`config.mk`:
```
export PLATFORM = sky130hd
export DESIGN_NAME = tas_selector
export DESIGN_NICKNAME = d
export VERILOG_FILES = /design/src/design/tas_pkg.sv /design/src/design/tas_selector.sv /design/src/design/tas_band_sel.sv /design/src/design/tas_time_sel.sv
export SDC_FILE = /design/constraint.sdc
export NUM_CORES = 1
export LEC_CHECK = 0
export ABC_AREA = 1
export BUFFER_PORTS_ARGS = -buffer_cell sky130_fd_sc_hd__buf_2
export CORE_MARGIN = 2
export CORE_UTILIZATION = 44
export CTS_BUF_LIST = sky130_fd_sc_hd__clkbuf_2
export DETAILED_ROUTE_END_ITERATION = 10
export PLACE_DENSITY_LB_ADDON = 0.3
export SETUP_SLACK_MARGIN = 0.2
export SYNTH_ARGS = -nofsm -noshare
export SYNTH_HDL_FRONTEND = slang
export SYNTH_SLANG_ARGS = --single-unit
```
`constraint.sdc`:
```
create_clock -name sys_clk -period 4.6 [get_ports sys_clk]
set_clock_uncertainty 0.05 [all_clocks]
set_input_delay 0.23 -clock sys_clk [delete_from_list [all_inputs] [get_ports sys_clk]]
set_output_delay 0.23 -clock sys_clk [all_outputs]
set_load 0.005 [all_outputs]
```
`src/design/tas_pkg.sv`:
```
// Purpose: Shared constants and carriers of the tariff accumulation selector
// Assumes: 32-bit AXI4-Lite register bus, 16-bit measured values
// Notes:   Tariff codes are the decimal codes held as binary values
package tas_pkg;
  // Bus widths
  localparam int          DATA_W          = 32;
  localparam int          ADDR_W          = 8;
  // Tariff type codes
  localparam logic [7:0]  CODE_NONE       = 8'h00;
  localparam logic [7:0]  CODE_DT         = 8'h0D;
  localparam logic [7:0]  CODE_INLET      = 8'h0E;
  localparam logic [7:0]  CODE_OUTLET     = 8'h0F;
  localparam logic [7:0]  CODE_TIME       = 8'h13;
  localparam logic [7:0]  CODE_HCVOL      = 8'h14;
  localparam logic [7:0]  CODE_PQ         = 8'h15;
  // Combined heat/cooling meter types
  localparam logic [3:0]  MTYPE_HC_A      = 4'h3;
  localparam logic [3:0]  MTYPE_HC_B      = 4'h6;
  // Register byte offsets
  localparam logic [7:0]  OFF_CTRL        = 8'h00;
  localparam logic [7:0]  OFF_LIM2        = 8'h04;
  localparam logic [7:0]  OFF_LIM3        = 8'h08;
  localparam logic [7:0]  OFF_LIM4        = 8'h0C;
  localparam logic [7:0]  OFF_THR         = 8'h10;
  localparam logic [7:0]  OFF_STAT        = 8'h14;
  localparam logic [7:0]  OFF_CNT         = 8'h18;
  // Control register fields
  localparam int          CTRL_CODE_LSB   = 0;
  localparam int          CTRL_CODE_MSB   = 7;
  localparam int          CTRL_MTYPE_LSB  = 8;
  localparam int          CTRL_MTYPE_MSB  = 11;
  // Reset values
  localparam logic [7:0]  RST_CODE        = 8'h00;
  localparam logic [3:0]  RST_MTYPE       = 4'h0;
  localparam logic [15:0] RST_LIM         = 16'h0000;
  // Bus responses
  localparam logic [1:0]  RESP_OKAY       = 2'h0;
  localparam logic [1:0]  RESP_SLVERR     = 2'h2;

  // Measured values, current at each increment
  typedef struct packed {
    logic signed [15:0] inletTemp;
    logic signed [15:0] outletTemp;
    logic signed [15:0] power;
    logic signed [15:0] flow;
    logic [15:0]        timeOfDay;
  } tas_meas_t;

  // Accumulator enables
  typedef struct packed {
    logic totalVolume;
    logic accumFourth;
    logic accumThird;
    logic accumSecond;
    logic mainReg;
  } tas_route_t;
endpackage

```
`src/design/tas_selector.sv`:
```
// Purpose: Tariff selector steering energy/volume increments to accumulators
// Assumes: Increment pulses and measured values come from sys_clk logic
// Notes:   Enables are one-cycle pulses one edge after each increment
//
// Notes on behaviour
// - Difference band two to third: second accumulator
// - Difference band three to fourth: third accumulator
// - Below fourth: fourth; at/above second: main
// - Inlet temperature ascending bands, upper bounds inclusive
// - Outlet temperature uses same ascending bands
// - Time windows second/third feed second/third accumulators
// - Fourth time round midnight feeds fourth
// - Volume mode: every volume increment counts total
// - Heat flow at/above changeover adds second accumulator
// - Cooling flow at/below changeover adds third accumulator
// - Equal temperatures count total volume only
// - Volume mode works only for heat/cooling meters
// - Volume mode ignores limits, fourth accumulator unused
// - Power over second, flow over third limit
// - Both over limits feed both accumulators
// - Power/flow mode never uses fourth accumulator
// - No-tariff code leaves only the main register and total volume
//
// The AXI4-Lite register port and the register offsets are this design's own decisions.
`timescale 1ns/1ps
module tas_selector
  import tas_pkg::*;
(
  input  wire logic                sys_clk,
  input  wire logic                sys_rst,
  // AXI4-Lite slave
  input  wire logic [ADDR_W-1:0]   awaddr,
  input  wire logic                awvalid,
  output logic                     awready,
  input  wire logic [DATA_W-1:0]   wdata,
  input  wire logic [3:0]          wstrb,
  input  wire logic                wvalid,
  output logic                     wready,
  output logic [1:0]               bresp,
  output logic                     bvalid,
  input  wire logic                bready,
  input  wire logic [ADDR_W-1:0]   araddr,
  input  wire logic                arvalid,
  output logic                     arready,
  output logic [DATA_W-1:0]        rdata,
  output logic [1:0]               rresp,
  output logic                     rvalid,
  input  wire logic                rready,
  // Metering side
  input  wire logic                energyIncIn,
  input  wire logic                volumeIncIn,
  input  wire tas_meas_t           measIn,
  output tas_route_t               routeOut
);
  // Bus state
  logic [ADDR_W-1:0] awAddr_ff;     // Held write address
  logic              awHeld_ff;     // Write address taken
  logic [DATA_W-1:0] wData_ff;      // Held write data
  logic [3:0]        wStrb_ff;      // Held byte strobes
  logic              wHeld_ff;      // Write data taken
  logic              doWrite;       // Both halves present, no response out
  logic              wrHit;         // Write address maps to a register
  logic [31:0]       wrOld;         // Addressed register before the write
  logic [31:0]       wrMerged;      // Its value with the strobed bytes in
  // Configuration and status
  logic [7:0]        tariffTypeCode_ff;
  logic [3:0]        meterType_ff;
  logic [15:0]       limitSecond_ff;
  logic [15:0]       limitThird_ff;
  logic [15:0]       limitFourth_ff;
  logic [15:0]       changeover_ff; // Heat/cooling changeover threshold
  logic [31:0]       incCount_ff;   // Cycles with an energy or volume increment so far
  // Selection
  tas_route_t        nxt_route;
  logic signed [16:0] diffTemp;     // Inlet minus outlet
  logic signed [16:0] bandValue;    // Value fed to the band classifier
  logic              bandDesc;
  logic [2:0]        bandHit;
  logic [2:0]        windowHit;
  logic              hcMeter;
  logic              heatCase;
  logic              coolCase;
  logic [DATA_W-1:0] rdMux;
  logic              rdHit;

  // Byte-lane merge for 16-bit and 32-bit register writes
  function automatic logic [31:0] mergeBytes(input logic [31:0] oldV,
                                             input logic [31:0] newV,
                                             input logic [3:0]  strb);
    for (int b = 0; b < 4; b++) begin
      mergeBytes[8*b +: 8] = strb[b] ? newV[8*b +: 8] : oldV[8*b +: 8];
    end
  endfunction

  assign doWrite = awHeld_ff && wHeld_ff && !bvalid;
  assign wrHit   = (awAddr_ff == OFF_CTRL) || (awAddr_ff == OFF_LIM2) ||
                   (awAddr_ff == OFF_LIM3) || (awAddr_ff == OFF_LIM4) ||
                   (awAddr_ff == OFF_THR);

  // Write address channel: take once, reopen after the response
  always_ff @(posedge sys_clk) begin
    if (sys_rst) begin
      awAddr_ff <= '0;
      awHeld_ff <= 1'b0;
      awready   <= 1'b1;
    end else if (awvalid && awready) begin
      awAddr_ff <= awaddr;
      awHeld_ff <= 1'b1;
      awready   <= 1'b0;
    end else begin
      if (doWrite) begin
        awHeld_ff <= 1'b0;
      end
      if (bvalid && bready) begin
        awready <= 1'b1;
      end
    end
  end

  // Write data channel: independent of the address channel
  always_ff @(posedge sys_clk) begin
    if (sys_rst) begin
      wData_ff <= '0;
      wStrb_ff <= '0;
      wHeld_ff <= 1'b0;
      wready   <= 1'b1;
    end else if (wvalid && wready) begin
      wData_ff <= wdata;
      wStrb_ff <= wstrb;
      wHeld_ff <= 1'b1;
      wready   <= 1'b0;
    end else begin
      if (doWrite) begin
        wHeld_ff <= 1'b0;
      end
      if (bvalid && bready) begin
        wready <= 1'b1;
      end
    end
  end

  // Write response; unmapped offsets answer SLVERR
  always_ff @(posedge sys_clk) begin
    if (sys_rst) begin
      bvalid <= 1'b0;
      bresp  <= RESP_OKAY;
    end else if (doWrite) begin
      bvalid <= 1'b1;
      bresp  <= wrHit ? RESP_OKAY : RESP_SLVERR;
    end else if (bvalid && bready) begin
      bvalid <= 1'b0;
    end
  end

  // Addressed register with the strobed bytes of the held data merged in
  always_comb begin
    case (awAddr_ff)
      OFF_CTRL: wrOld = {20'h00000, meterType_ff, tariffTypeCode_ff};
      OFF_LIM2: wrOld = {16'h0000, limitSecond_ff};
      OFF_LIM3: wrOld = {16'h0000, limitThird_ff};
      OFF_LIM4: wrOld = {16'h0000, limitFourth_ff};
      OFF_THR:  wrOld = {16'h0000, changeover_ff};
      default:  wrOld = '0;
    endcase
    wrMerged = mergeBytes(wrOld, wData_ff, wStrb_ff);
  end

  // Configuration registers, written with byte strobes
  always_ff @(posedge sys_clk) begin
    if (sys_rst) begin
      tariffTypeCode_ff <= RST_CODE;
      meterType_ff      <= RST_MTYPE;
      limitSecond_ff    <= RST_LIM;
      limitThird_ff     <= RST_LIM;
      limitFourth_ff    <= RST_LIM;
      changeover_ff     <= RST_LIM;
    end else if (doWrite) begin
      case (awAddr_ff)
        OFF_CTRL: begin
          tariffTypeCode_ff <= wrMerged[CTRL_CODE_MSB:CTRL_CODE_LSB];
          meterType_ff      <= wrMerged[CTRL_MTYPE_MSB:CTRL_MTYPE_LSB];
        end
        OFF_LIM2: limitSecond_ff <= wrMerged[15:0];
        OFF_LIM3: limitThird_ff  <= wrMerged[15:0];
        OFF_LIM4: limitFourth_ff <= wrMerged[15:0];
        OFF_THR:  changeover_ff  <= wrMerged[15:0];
        default: begin
          // Unmapped: nothing stored
        end
      endcase
    end
  end

  // Read data selection; reserved bits read zero
  always_comb begin
    rdHit = 1'b1;
    rdMux = '0;
    case (araddr)
      OFF_CTRL: rdMux = {20'h00000, meterType_ff, tariffTypeCode_ff};
      OFF_LIM2: rdMux = {16'h0000, limitSecond_ff};
      OFF_LIM3: rdMux = {16'h0000, limitThird_ff};
      OFF_LIM4: rdMux = {16'h0000, limitFourth_ff};
      OFF_THR:  rdMux = {16'h0000, changeover_ff};
      OFF_STAT: rdMux = {27'h0000000, routeOut};
      OFF_CNT:  rdMux = incCount_ff;
      default:  rdHit = 1'b0;
    endcase
  end

  // Read channel: one read under way, answer one edge after address
  always_ff @(posedge sys_clk) begin
    if (sys_rst) begin
      arready <= 1'b1;
      rvalid  <= 1'b0;
      rdata   <= '0;
      rresp   <= RESP_OKAY;
    end else if (arvalid && arready) begin
      arready <= 1'b0;
      rvalid  <= 1'b1;
      rdata   <= rdMux;
      rresp   <= rdHit ? RESP_OKAY : RESP_SLVERR;
    end else if (rvalid && rready) begin
      rvalid  <= 1'b0;
      arready <= 1'b1;
    end
  end

  // Measured quantity for the band classifier
  assign diffTemp  = 17'(measIn.inletTemp) - 17'(measIn.outletTemp);
  assign bandDesc  = (tariffTypeCode_ff == CODE_DT);
  always_comb begin
    case (tariffTypeCode_ff)
      CODE_DT:     bandValue = diffTemp;
      CODE_INLET:  bandValue = 17'(measIn.inletTemp);
      CODE_OUTLET: bandValue = 17'(measIn.outletTemp);
      default:     bandValue = '0;
    endcase
  end

  tas_band_sel u_band (
    .value      (bandValue),
    .limSecond  (17'($signed(limitSecond_ff))),
    .limThird   (17'($signed(limitThird_ff))),
    .limFourth  (17'($signed(limitFourth_ff))),
    .descending (bandDesc),
    .bandHit    (bandHit)
  );

  tas_time_sel u_time (
    .timeOfDay (measIn.timeOfDay),
    .limSecond (limitSecond_ff),
    .limThird  (limitThird_ff),
    .limFourth (limitFourth_ff),
    .windowHit (windowHit)
  );

  // Heat/cooling split conditions
  assign hcMeter  = (meterType_ff == MTYPE_HC_A) ||
                    (meterType_ff == MTYPE_HC_B);
  assign heatCase = (measIn.inletTemp > measIn.outletTemp) &&
                    (measIn.inletTemp >= $signed(changeover_ff));
  assign coolCase = !heatCase &&
                    (measIn.outletTemp > measIn.inletTemp) &&
                    (measIn.inletTemp <= $signed(changeover_ff));

  // Route each increment from values current in its own cycle
  always_comb begin
    nxt_route             = '0;
    nxt_route.mainReg     = energyIncIn;
    nxt_route.totalVolume = volumeIncIn;
    case (tariffTypeCode_ff)
      CODE_DT, CODE_INLET, CODE_OUTLET: begin
        if (energyIncIn) begin
          nxt_route.accumSecond = bandHit[0];
          nxt_route.accumThird  = bandHit[1];
          nxt_route.accumFourth = bandHit[2];
        end
      end
      CODE_TIME: begin
        if (energyIncIn) begin
          nxt_route.accumSecond = windowHit[0];
          nxt_route.accumThird  = windowHit[1];
          nxt_route.accumFourth = windowHit[2];
        end
      end
      CODE_HCVOL: begin
        // Limits ignored, fourth accumulator stays idle
        if (volumeIncIn && hcMeter) begin
          nxt_route.accumSecond = heatCase;
          nxt_route.accumThird  = coolCase;
        end
      end
      CODE_PQ: begin
        if (energyIncIn) begin
          nxt_route.accumSecond =
            measIn.power > $signed(limitSecond_ff);
          nxt_route.accumThird  =
            measIn.flow > $signed(limitThird_ff);
        end
      end
      default: begin
        // No tariff, or unused code: main register and total volume only
      end
    endcase
  end

  // Registered accumulator enables
  always_ff @(posedge sys_clk) begin
    if (sys_rst) begin
      routeOut <= '0;
    end else begin
      routeOut <= nxt_route;
    end
  end

  // Increment counter for software
  always_ff @(posedge sys_clk) begin
    if (sys_rst) begin
      incCount_ff <= '0;
    end else if (energyIncIn || volumeIncIn) begin
      incCount_ff <= incCount_ff + 32'h00000001;
    end
  end
endmodule

```
`src/design/tas_band_sel.sv`:
```
// Purpose: Three-band limit classifier, ascending or descending
// Assumes: Limits programmed in the order the chosen direction needs
// Notes:   Purely combinational; bit 0 is the second accumulator band
`timescale 1ns/1ps
module tas_band_sel
  import tas_pkg::*;
(
  input  wire logic signed [16:0] value,
  input  wire logic signed [16:0] limSecond,
  input  wire logic signed [16:0] limThird,
  input  wire logic signed [16:0] limFourth,
  input  wire logic               descending,
  output logic [2:0]              bandHit
);
  // Band edges in order second, third, fourth
  logic signed [16:0] bound [0:2];

  assign bound[0] = limSecond;
  assign bound[1] = limThird;
  assign bound[2] = limFourth;

  // One band per accumulator; the last band is open-ended
  genvar gi;
  for (gi = 0; gi < 3; gi++) begin : g_band
    if (gi < 2) begin : g_mid
      assign bandHit[gi] = descending ?
        (value < bound[gi] && value >= bound[gi+1]) :
        (value > bound[gi] && value <= bound[gi+1]);
    end else begin : g_top
      assign bandHit[gi] = descending ? (value < bound[gi]) :
                                        (value > bound[gi]);
    end
  end
endmodule

```
`src/design/tas_time_sel.sv`:
```
// Purpose: Time-of-day window classifier for the time tariff
// Assumes: Times given as minutes of the day, same unit for all inputs
// Notes:   Windows include their start and exclude their end
`timescale 1ns/1ps
module tas_time_sel
  import tas_pkg::*;
(
  input  wire logic [15:0] timeOfDay,
  input  wire logic [15:0] limSecond,
  input  wire logic [15:0] limThird,
  input  wire logic [15:0] limFourth,
  output logic [2:0]       windowHit
);
  // Window test that also handles a window wrapping past midnight
  function automatic logic inWindow(input logic [15:0] startT,
                                    input logic [15:0] endT,
                                    input logic [15:0] nowT);
    if (startT <= endT) begin
      inWindow = (nowT >= startT) && (nowT < endT);
    end else begin
      inWindow = (nowT >= startT) || (nowT < endT);
    end
  endfunction

  // Second, third, then fourth window back round to the second start
  assign windowHit[0] = inWindow(limSecond, limThird, timeOfDay);
  assign windowHit[1] = inWindow(limThird, limFourth, timeOfDay);
  assign windowHit[2] = inWindow(limFourth, limSecond, timeOfDay);
endmodule

```
# [Yosys cells after proc, flatten, opt, wreduce, memory -nomap -nowiden]
# Cells that the tools add are included.
[word_totals] regBits=182 in_bits=141 out_inout_bits=46 word_cells=146
[classes] add_sub_neg=2 n_lt_le_gt_ge=25 eq_ne=18 n_mux=32 n_reduce_logical=44
[ops] op="32-bit case mux with 7 select lines" n=1
[ops] op="16-bit >= comparator" n=4
[ops] op="16-bit greater-than comparator" n=4
[ops] op="16-bit <= comparator" n=4
[ops] op="16-bit case mux with 4 select lines" n=1
[ops] op="8-bit by 4-bit == test with 1-bit output, second input constant" n=7
[ops] op="8-bit by 5-bit == test with 1-bit output, second input constant" n=7
[ops] op="17-bit by 16-bit greater-than comparator with 1-bit output" n=3
[ops] op="17-bit by 16-bit less-than comparator with 1-bit output" n=3
[ops] op="17-bit case mux with 3 select lines" n=1
[ops] op="16-bit less-than comparator" n=3
[ops] op="17-bit by 16-bit >= comparator with 1-bit output" n=2
[ops] op="17-bit by 16-bit <= comparator with 1-bit output" n=2
[ops] op="32-bit by 1-bit adder with 32-bit output, second input constant" n=1
[ops] op="1-bit two-way mux" n=19
[ops] op="1-bit logical AND" n=18
[ops] op="16-bit by 16-bit subtractor with 17-bit output" n=1
[ops] op="8-bit by 3-bit == test with 1-bit output, second input constant" n=2
[ops] op="8-bit zero test" n=2
[ops] op="8-bit two-way mux" n=2
[ops] op="2-bit nonzero test" n=6
[ops] op="2-bit AND reduction" n=5
[ops] op="1-bit logical OR" n=9
[ops] op="2-bit two-way mux" n=4
[ops] op="8 further kinds" n=10

# [Logic depth before layout (Yosys ltp)]
# Gate-level depths: netlist of run 1.
[depth] word_depth=7 mapped_depth=31 mapped_depth_nobuf=31

# [Hierarchy]
# A second synthesis of run 1 with hierarchy kept.
[hier_totals] hier_cells=2405 hier_area_um2=15277.2
[by_module_without_submodules] module="tas_selector" instances=1 cells_per_inst=1752 area_per_inst_um2=11237.0 seq_area_each_um2=3603.5
[by_module_without_submodules] module="tas_time_sel" instances=1 cells_per_inst=387 area_per_inst_um2=2487.4 seq_area_each_um2=0.0
[by_module_without_submodules] module="tas_band_sel" instances=1 cells_per_inst=266 area_per_inst_um2=1552.7 seq_area_each_um2=0.0

# [Worst setup path after synthesis of run 1]
# OpenSTA, ideal clock, no wires.
[synth_path] path_kind="input to register" from="input measIn[64] (netlist name)" to="register routeOut[2] (netlist name)" setup_time_ns=0.056 t_arrival_ns=3.513 t_required_ns=4.494 slack_ns=0.980 path_stages=28 n_path_buf=0 path_cell_list="inv_1 > ha_1 > fa_1 > inv_1 > nand3_1 > nand2_1 > nand3_1 > and2_1 > o21ai_0 > a21oi_1 > o21ai_0 > o21ai_0 > o21ai_0 > ha_1 > a21o_1 > nor2_1 > nand2_1 > nor2_1 > nand2_1 > nand2_1 > nand2_1 > nor2_1 > nand3_1 > nand2_1 > nand3_1 > nand3_1 > nand2_1 > inv_1"
[synth_between] elab_chain_len=7 elab_cells_between_ends=20 cone_classes="add/sub: 1; order compare: 8; mux: 5; reduce/logical: 6"
[synth_lines] item="start: declaration" line="tas_selector.sv:52" text="input wire tas_meas_t measIn,"
[synth_lines] item="16-bit by 16-bit subtractor with 17-bit output, or another cell as far along" line="tas_selector.sv:229" text="assign diffTemp = 17'(measIn.inletTemp) - 17'(measIn.outletTemp);"
[synth_lines] item="17-bit case mux with 3 select lines / 1-bit logical AND (equally long branches)" line="tas_selector.sv:232, tas_selector.sv:260"
[synth_lines] item="17-bit by 16-bit greater-than comparator with 1-bit output, or another cell as far along" line="tas_band_sel.sv:28" text="(value > bound[gi] && value <= bound[gi+1]);"
[synth_lines] item="1-bit logical AND (on tied branches)" line="tas_band_sel.sv:28, tas_selector.sv:262, tas_band_sel.sv:27"
[synth_lines] item="1-bit two-way mux / 1-bit logical AND (equally long branches)" line="tas_band_sel.sv:26, tas_selector.sv:263"
[synth_lines] item="3-bit two-way mux / 2-bit two-way mux (equally long branches)" line="tas_selector.sv:273, tas_selector.sv:288"
[synth_lines] item="2-bit case mux with 4 select lines (*)" line="tas_selector.sv:271" text="case (tariffTypeCode_ff)"
[synth_lines] item="end signal: assignment" line="tas_selector.sv:312" text="routeOut <= nxt_route;"
[synth_lines] item="end: declaration" line="tas_selector.sv:53" text="output tas_route_t routeOut"
# Every way passes the cells marked *; elsewhere a longest branch is shown, timed or not.
# A chain may end at the register's enable or synchronous reset.

# [Worst setup path after layout of run 1]
[layout_path] from="register tariffTypeCode_ff[7]" to="register routeOut[2] (netlist name)"
[layout_between] elab_chain_len=7 elab_cells_between_ends=17 cone_classes="order compare: 4; eq/ne: 6; mux: 4; reduce/logical: 3"
[layout_lines] item="start: declaration" line="tas_selector.sv:66" text="logic [7:0] tariffTypeCode_ff;"
[layout_lines] item="start signal: assignment" line="tas_selector.sv:180" text="tariffTypeCode_ff <= wrMerged[CTRL_CODE_MSB:CTRL_CODE_LSB];"
[layout_lines] item="8-bit by 4-bit == test with 1-bit output (on tied branches)" line="tas_selector.sv:232, tas_selector.sv:271, tas_selector.sv:230"
[layout_lines] item="17-bit case mux with 3 select lines" line="tas_selector.sv:232" text="case (tariffTypeCode_ff)"
[layout_lines] item="17-bit by 16-bit greater-than comparator with 1-bit output, or another cell as far along" line="tas_band_sel.sv:28"
[layout_lines] item="1-bit logical AND (on tied branches)" line="tas_band_sel.sv:28, tas_band_sel.sv:27"
[layout_lines] item="1-bit two-way mux" line="tas_band_sel.sv:26" text="assign bandHit[gi] = descending ?"
[layout_lines] item="3-bit two-way mux" line="tas_selector.sv:273" text="if (energyIncIn) begin"
[layout_lines] item="2-bit case mux with 4 select lines (*)" line="tas_selector.sv:271"
# Marked as above.

==> flow_metrics.env, run 1 <==
export IMPL_min_period_ps=3580
export IMPL_startpoint_type="register"
export IMPL_final_layout_size_suffix_gt1_frac=0.109
export IMPL_grt_max_degree=68
export IMPL_clock_sinks=180
export IMPL_htree_levels=4
export IMPL_top_usage_layer="met2"
export IMPL_power_w=0.00310
export IMPL_grt_setup_unrepaired="false"
export IMPL_grt_usage=0.297
export IMPL_final_cell_area_um2=15900
export IMPL_final_common_cell="nand2_1"
export IMPL_maxCapViolations=0
export IMPL_nFillCells=3203
export IMPL_p_sw_w=0.00103
export IMPL_clkSlewWorstSetupHoldPaths_ps=270
export IMPL_slowest_delay_ps=680
export IMPL_path_class="register to register"
export IMPL_placeableCoreArea_um2=31400
export IMPL_use_met2=0.512
export IMPL_placed_cells=2566
export IMPL_cp_cell_sequence="inv_1, nand3_1, nor2_1, nand2_1, o211ai_1, ha_1, nand2_1, inv_1, nand2_1, nand2_1, nand2_1, nand2_1, nor2_1, nand2_1, nand2_1, nand2_1, nor2_1, nand3_1, nand2_1, nand3_1, nand3_1, nand2_1, inv_1"
export IMPL_cts_root_buffer="clkbuf_2"
export IMPL_switching_share=0.332
export IMPL_finalMaxSlewViolations=0
export IMPL_p_per_area_nw_per_um2=196
export IMPL_cts_inserted_buffers=17
export IMPL_cp_num_buf_inv=3
export IMPL_antenna_found_initial=1
export IMPL_cts_tree="built"
export IMPL_ys_seq_elements=180
export IMPL_pwr_share_clk=0.263
export IMPL_design_final_nets=2586
export IMPL_area_growth_pct=13.6
export IMPL_ant_nets=0
export IMPL_fmax_ghz=0.279
export IMPL_placed_area_um2=15100
export IMPL_p_leak_nw=7.66
export IMPL_vdd_drop_max_v=0.000154
export IMPL_die_area_um2=33200
export IMPL_met1_usage=0.368
export IMPL_relSlewSlack=0.187
export IMPL_fin_crit_sh=0.779
export IMPL_regArea_um2=3600
export IMPL_start_util=0.445
export IMPL_most_common_layout_cells="nand2_1 (367), inv_1 (312), a21oi_1 (266)"
export IMPL_seqPwrFrac=0.529
export IMPL_grt_use_met3=0.0435
export IMPL_crit_arrival_ps=4290
export IMPL_path_delay_family="simple AND/OR/NAND/NOR gates"
export IMPL_ys_seq_area_frac=0.258
export IMPL_clock_latency_ps=820
export IMPL_cts_buffer_depth=2
export IMPL_synth_cell_types=52
export IMPL_grt_pass1_wl_um=76500
export IMPL_die_w_um=182
export IMPL_instances_no_fill=2648
export IMPL_end_kind="register"
export IMPL_p_comb_frac=0.208
export IMPL_post_cts_buffers=0
export IMPL_io_pin_count=187
export IMPL_synth_ff_type="dfxtp_1"
export IMPL_hold_path_class="primary input to register"
export IMPL_drt_pass1_iter_count=6
export IMPL_cpMaxStageDelayCell="o211ai_1"
export IMPL_die_h_um=182
export IMPL_syn_area_per_cell_um2=6.82
export IMPL_syn_inst=2047
export IMPL_multiInputGateArea_um2=8920
export IMPL_grt_pass1_vias=14100
export IMPL_numPortBuffers=166
export IMPL_setup_viol=0
export IMPL_wl_per_cell_um=19.0
export IMPL_syn_cell_area_um2=14000
export IMPL_drcViolationCount=0
export IMPL_whs_ps=24.9
export IMPL_vias_per_cell=5.66
export IMPL_crit_fanout=15
export IMPL_path_common_cell="nand2_1"
export IMPL_ys_warn_count=0
export IMPL_synth_async_sr_flop_share=0
export IMPL_hold_violations=0
export IMPL_grt_overflow_total=0
export IMPL_routed_wl_um=50300
export IMPL_worstMarginPinSlew_ps=1220
export IMPL_gp_congestion=0.975
export IMPL_fin_tns_setup_ps=0
export IMPL_drtIter0Drc=1516
export IMPL_row_count=65
export IMPL_num_vias=15000
export IMPL_p_int_w=0.00207
export IMPL_crit_required_ps=5310
export IMPL_synth_edf_count=0
export IMPL_reg2reg_slack_ps=1020
export IMPL_outcome="finished clean"
export IMPL_dp_hpwl_um=37800
==> logic make-up after synthesis <==
family / synth area share
fa+ha+maj: 0.191
flops: 0.258
simple gates: 0.196
other cells: 0.000269
compound gates: 0.248
xor+xnor: 0.00314
buf+inv: 0.103
==> cells in the mapped netlist, types with 6 or more instances <==
master    count  area [µm²]
clkbuf_1     53         199
o21ai_0     159         796
ha_1        212        2650
nand3_1      75         375
o211ai_1     10        75.1
nand2_1     367        1380
nor4_1        7        43.8
o21ai_2       9        78.8
nor3_1       30         150
o21bai_1      6        45.0
o21a_1       13        97.6
o21ai_1      46         230
a21o_1        7        52.6
nand4_1      19         119
inv_1       312        1170
o31ai_2       9         113
dfxtp_1     180        3600
o22ai_1      54         338
a21oi_1     266        1330
o221ai_1     10        87.6
nor2_1      137         514
==> state kept, by name, indices dropped and copies added, names as in the netlist, 2 cells and up <==
signal / cells
wStrb_ff: 2
limitFourth_ff: 16
changeover_ff: 16
meterType_ff: 4
awAddr_ff: 8
rdata: 32
routeOut: 5
wData_ff: 16
limitSecond_ff: 16
limitThird_ff: 16
tariffTypeCode_ff: 8
incCount_ff: 32
==> timing repair <==
action / 4_1_cts / 5_1_grt
endpoints found under the hold margin: 82 / 0
hold buffers: 49 / 0
resized for setup: 0 / 0
endpoints found under the setup margin: 0 / 0
==> metal layers <==
layer | vias to the layer above | part of all wire
met2 | 627 | 0.46
met3 | 152 | 0.074
li1 | 7330 | -
met5 | - | 0
met4 | 0 | 0.046
met1 | 6884 | 0.42
==> worst register-to-register path, delay by kind of cell, from the launching register on <==
kind / cells / cell delay (ps)
flip-flops: 1 / 360
AND/OR/NAND/NOR: 18 / 1820
buffers and inverters: 3 / 250
AO/OA/AOI/OAI: 1 / 680
adder cells (fa/ha/maj): 1 / 360
==> final timing paths <==
kind / start / to / cells past startpoint
setup / recovery: tariffTypeCode_ff[7] / routeOut[2] / 23
hold / removal: awvalid / awAddr_ff[5] / 5
hold reg to reg: wData_ff[14] / wData_ff[14] / 2
setup reg to reg: tariffTypeCode_ff[7] / routeOut[2] / 23
==> final cells by class <==
cell class              instances  share of cell area
repair buffers                228              0.0896
multi-input cells            1490               0.563
clock buffers                  20             0.00631
diodes                          1            0.000158
inverters                     315              0.0746
well taps                     402              0.0317
flip-flops and latches        180               0.227
clock inverters                12             0.00758
==> through the flow <==
| stage | util | setup WS, ps |
|---|---|---|
| detailed placement | 0.482 | 345 |
| finish | 0.505 | 1020 |
| CTS | 0.505 | 1090 |
| global placement | 0.482 | 420 |
| global route | 0.505 | 571 |
| floorplan | - | 980 |
==> power groups by stage <==
stage	combinational, W	clock (W)	sequential [W]
global route	0.000722	0.000878	0.00165
global placement	0.000573	0	0.00167
floorplan	0.000390	0	0.00166
detailed placement	0.000590	0	0.00167
CTS	0.000630	0.000821	0.00164
finish	0.000644	0.000817	0.00164
Power figures use the tool's default switching activity.
==> run 2, diff against run 1 <==
Clock period 4.6 ns to 3 ns, I/O delays scaled along.
==> flow_metrics.env, run 2 (synthesis gave the netlist of run 1 again) <==
export IMPL_reg2reg_depth=22
export IMPL_drcViolationCount=0
export IMPL_antenna_found_initial=2
export IMPL_p_per_area_nw_per_um2=282
export IMPL_vias_per_cell=5.56
export IMPL_hold_violations=2
export IMPL_nFillCells=3038
export IMPL_grt_usage=0.311
export IMPL_placeableCoreArea_um2=31400
export IMPL_wl_per_cell_um=18.7
export IMPL_die_h_um=182
export IMPL_num_vias=15700
export IMPL_path_delay_family="simple AND/OR/NAND/NOR gates"
export IMPL_outcome="complete, but fails checks"
export IMPL_start_util=0.445
export IMPL_end_kind="register"
export IMPL_die_area_um2=33200
export IMPL_grt_max_degree=50
export IMPL_hold_path_class="primary input to register"
export IMPL_crit_required_ps=3720
export IMPL_grt_setup_unrepaired="true"
export IMPL_cp_num_buf_inv=3
export IMPL_drt_pass1_iter_count=7
export IMPL_worstHoldStart="energyIncIn"
export IMPL_cts_tree="built"
export IMPL_hold_path_endpoint="routeOut[1]"
export IMPL_io_pin_count=187
export IMPL_setup_viol=0
export IMPL_routed_wl_um=52700
export IMPL_grt_pass1_vias=14500
export IMPL_gp_congestion=1.00
export IMPL_violations="hold timing"
export IMPL_final_core_util=0.559
export IMPL_row_count=65
export IMPL_worstMarginPinSlew_ps=894
export IMPL_vdd_drop_max_v=0.000232
export IMPL_maxCapViolations=0
export IMPL_design_final_nets=2750
export IMPL_cp_cell_sequence="inv_2, nand3_4, nor2_4, nand2_2, buf_2, o211ai_1, ha_1, nand2_1, nor2_1, nand2_1, nor2_1, nor2_2, nand2_1, nand2_1, nand2_2, nor2_1, nand3_1, nand2_1, nand3_1, nand3_1, nand2_1, inv_1"
export IMPL_fin_crit_sh=0.996
export IMPL_whs_path_depth=3
export IMPL_most_common_layout_cells="nand2_1 (346), inv_1 (303), a21oi_1 (260)"
export IMPL_slowest_delay_ps=440
export IMPL_htree_levels=4
export IMPL_clock_sinks=180
export IMPL_dp_hpwl_um=40900
export IMPL_whs_ps=-376
export IMPL_drtIter0Drc=1567
export IMPL_final_common_cell="nand2_1"
export IMPL_path_class="register to register"
export IMPL_p_leak_nw=8.55
export IMPL_r2r_start="tariffTypeCode_ff[5]"
export IMPL_final_layout_size_suffix_gt1_frac=0.196
export IMPL_cpMaxStageDelayCell="o211ai_1"
export IMPL_relSlewSlack=0.402
export IMPL_cts_buffer_depth=2
export IMPL_min_period_ps=2990
export IMPL_ant_nets=0
export IMPL_clkSlewWorstSetupHoldPaths_ps=270
export IMPL_crit_fanout=7
export IMPL_startpoint_type="register"
export IMPL_worst_r2r_endpoint="routeOut[2]"
export IMPL_grt_overflow_total=0
export IMPL_numPortBuffers=166
export IMPL_fmax_ghz=0.335
export IMPL_die_w_um=182
export IMPL_clock_latency_ps=820
export IMPL_cts_root_buffer="clkbuf_2"
export IMPL_path_common_cell="nand2_1"
export IMPL_grt_pass1_wl_um=79700
export IMPL_area_growth_pct=25.7
export IMPL_crit_arrival_ps=3710
export IMPL_cts_inserted_buffers=17
export IMPL_reg_top3="incCount_ff: 32 flops, rdata: 32 flops"
export IMPL_reg2reg_slack_ps=10
export IMPL_ctsHoldBuffers=56
export IMPL_finalMaxSlewViolations=0
run 2: what timing repair did:
action                                  CTS  global route
gates resized for setup                  42            48
hold endpoints to repair                103             2
pin swaps                                23            32
buffers inserted                         11             2
cloned                                    2             0
endpoints found under the setup margin    3             3
run 2: cell type report:
type | instances | area, µm² | share of cell area
Multi-Input combinational cell | 1490 | 9250 | 0.527
Sequential cell | 180 | 3610 | 0.206
Timing Repair Buffer | 392 | 2740 | 0.156
Inverter | 315 | 1200 | 0.0684
Tap cell | 402 | 503 | 0.0287
Clock inverter | 14 | 148 | 0.00841
Clock buffer | 18 | 90.1 | 0.00513
Antenna cell | 3 | 7.51 | 0.000428
run 2: worst max path at each step:
stage	startpoint	end	slack [ps]	cells after the start
after floorplan	measIn[64]	routeOut[2]	-190	28
after global placement	measIn[64]	routeOut[2]	-770	32
after detailed placement	measIn[64]	routeOut[2]	-820	29
after CTS	tariffTypeCode_ff[4]	routeOut[1]	40	28
after global routing	tariffTypeCode_ff[6]	routeOut[1]	-250	26
final	tariffTypeCode_ff[5]	routeOut[2]	10	22
run 2: per-layer routing:
layer | global-route usage | routed length, µm | up-vias
li1 | - | - | 7670
met2 | 0.529 | 24600 | 679
met1 | 0.398 | 22300 | 7171
met4 | 0.115 | 1870 | 0
met5 | 0 | 0 | -
met3 | 0.0489 | 3980 | 137
run 2: where the power goes:
group,internal [W],switching (W),total (W)
registers,0.00248,0.0000402,0.00252
logic,0.000493,0.000655,0.00115
clock network,0.000334,0.000956,0.00129
total,0.00330,0.00165,0.00495
run 2: metrics by stage:
stage                     power [W]  setup slack [ps]  TNS [ps]  std cells  area (µm²)
after floorplan             0.00316              -189      -326       2048       14000
after global placement      0.00357              -775     -2200       2708       16300
after detailed placement    0.00360              -824     -2380       2708       16300
after CTS                   0.00492              41.9         0       2809       17300
after global routing        0.00519              -249      -615       2812       17500
final                       0.00495              13.1         0       2814       17500
run 2: worst register-to-register path: cells and delay by family (launching register included):
| kind | cells | cell delay (ps) |
|---|---|---|
| AO/OA/AOI/OAI | 1 | 440 |
| AND/OR/NAND/NOR | 17 | 1430 |
| buffers and inverters | 3 | 320 |
| adder cells (fa/ha/maj) | 1 | 330 |
| flip-flops | 1 | 370 |
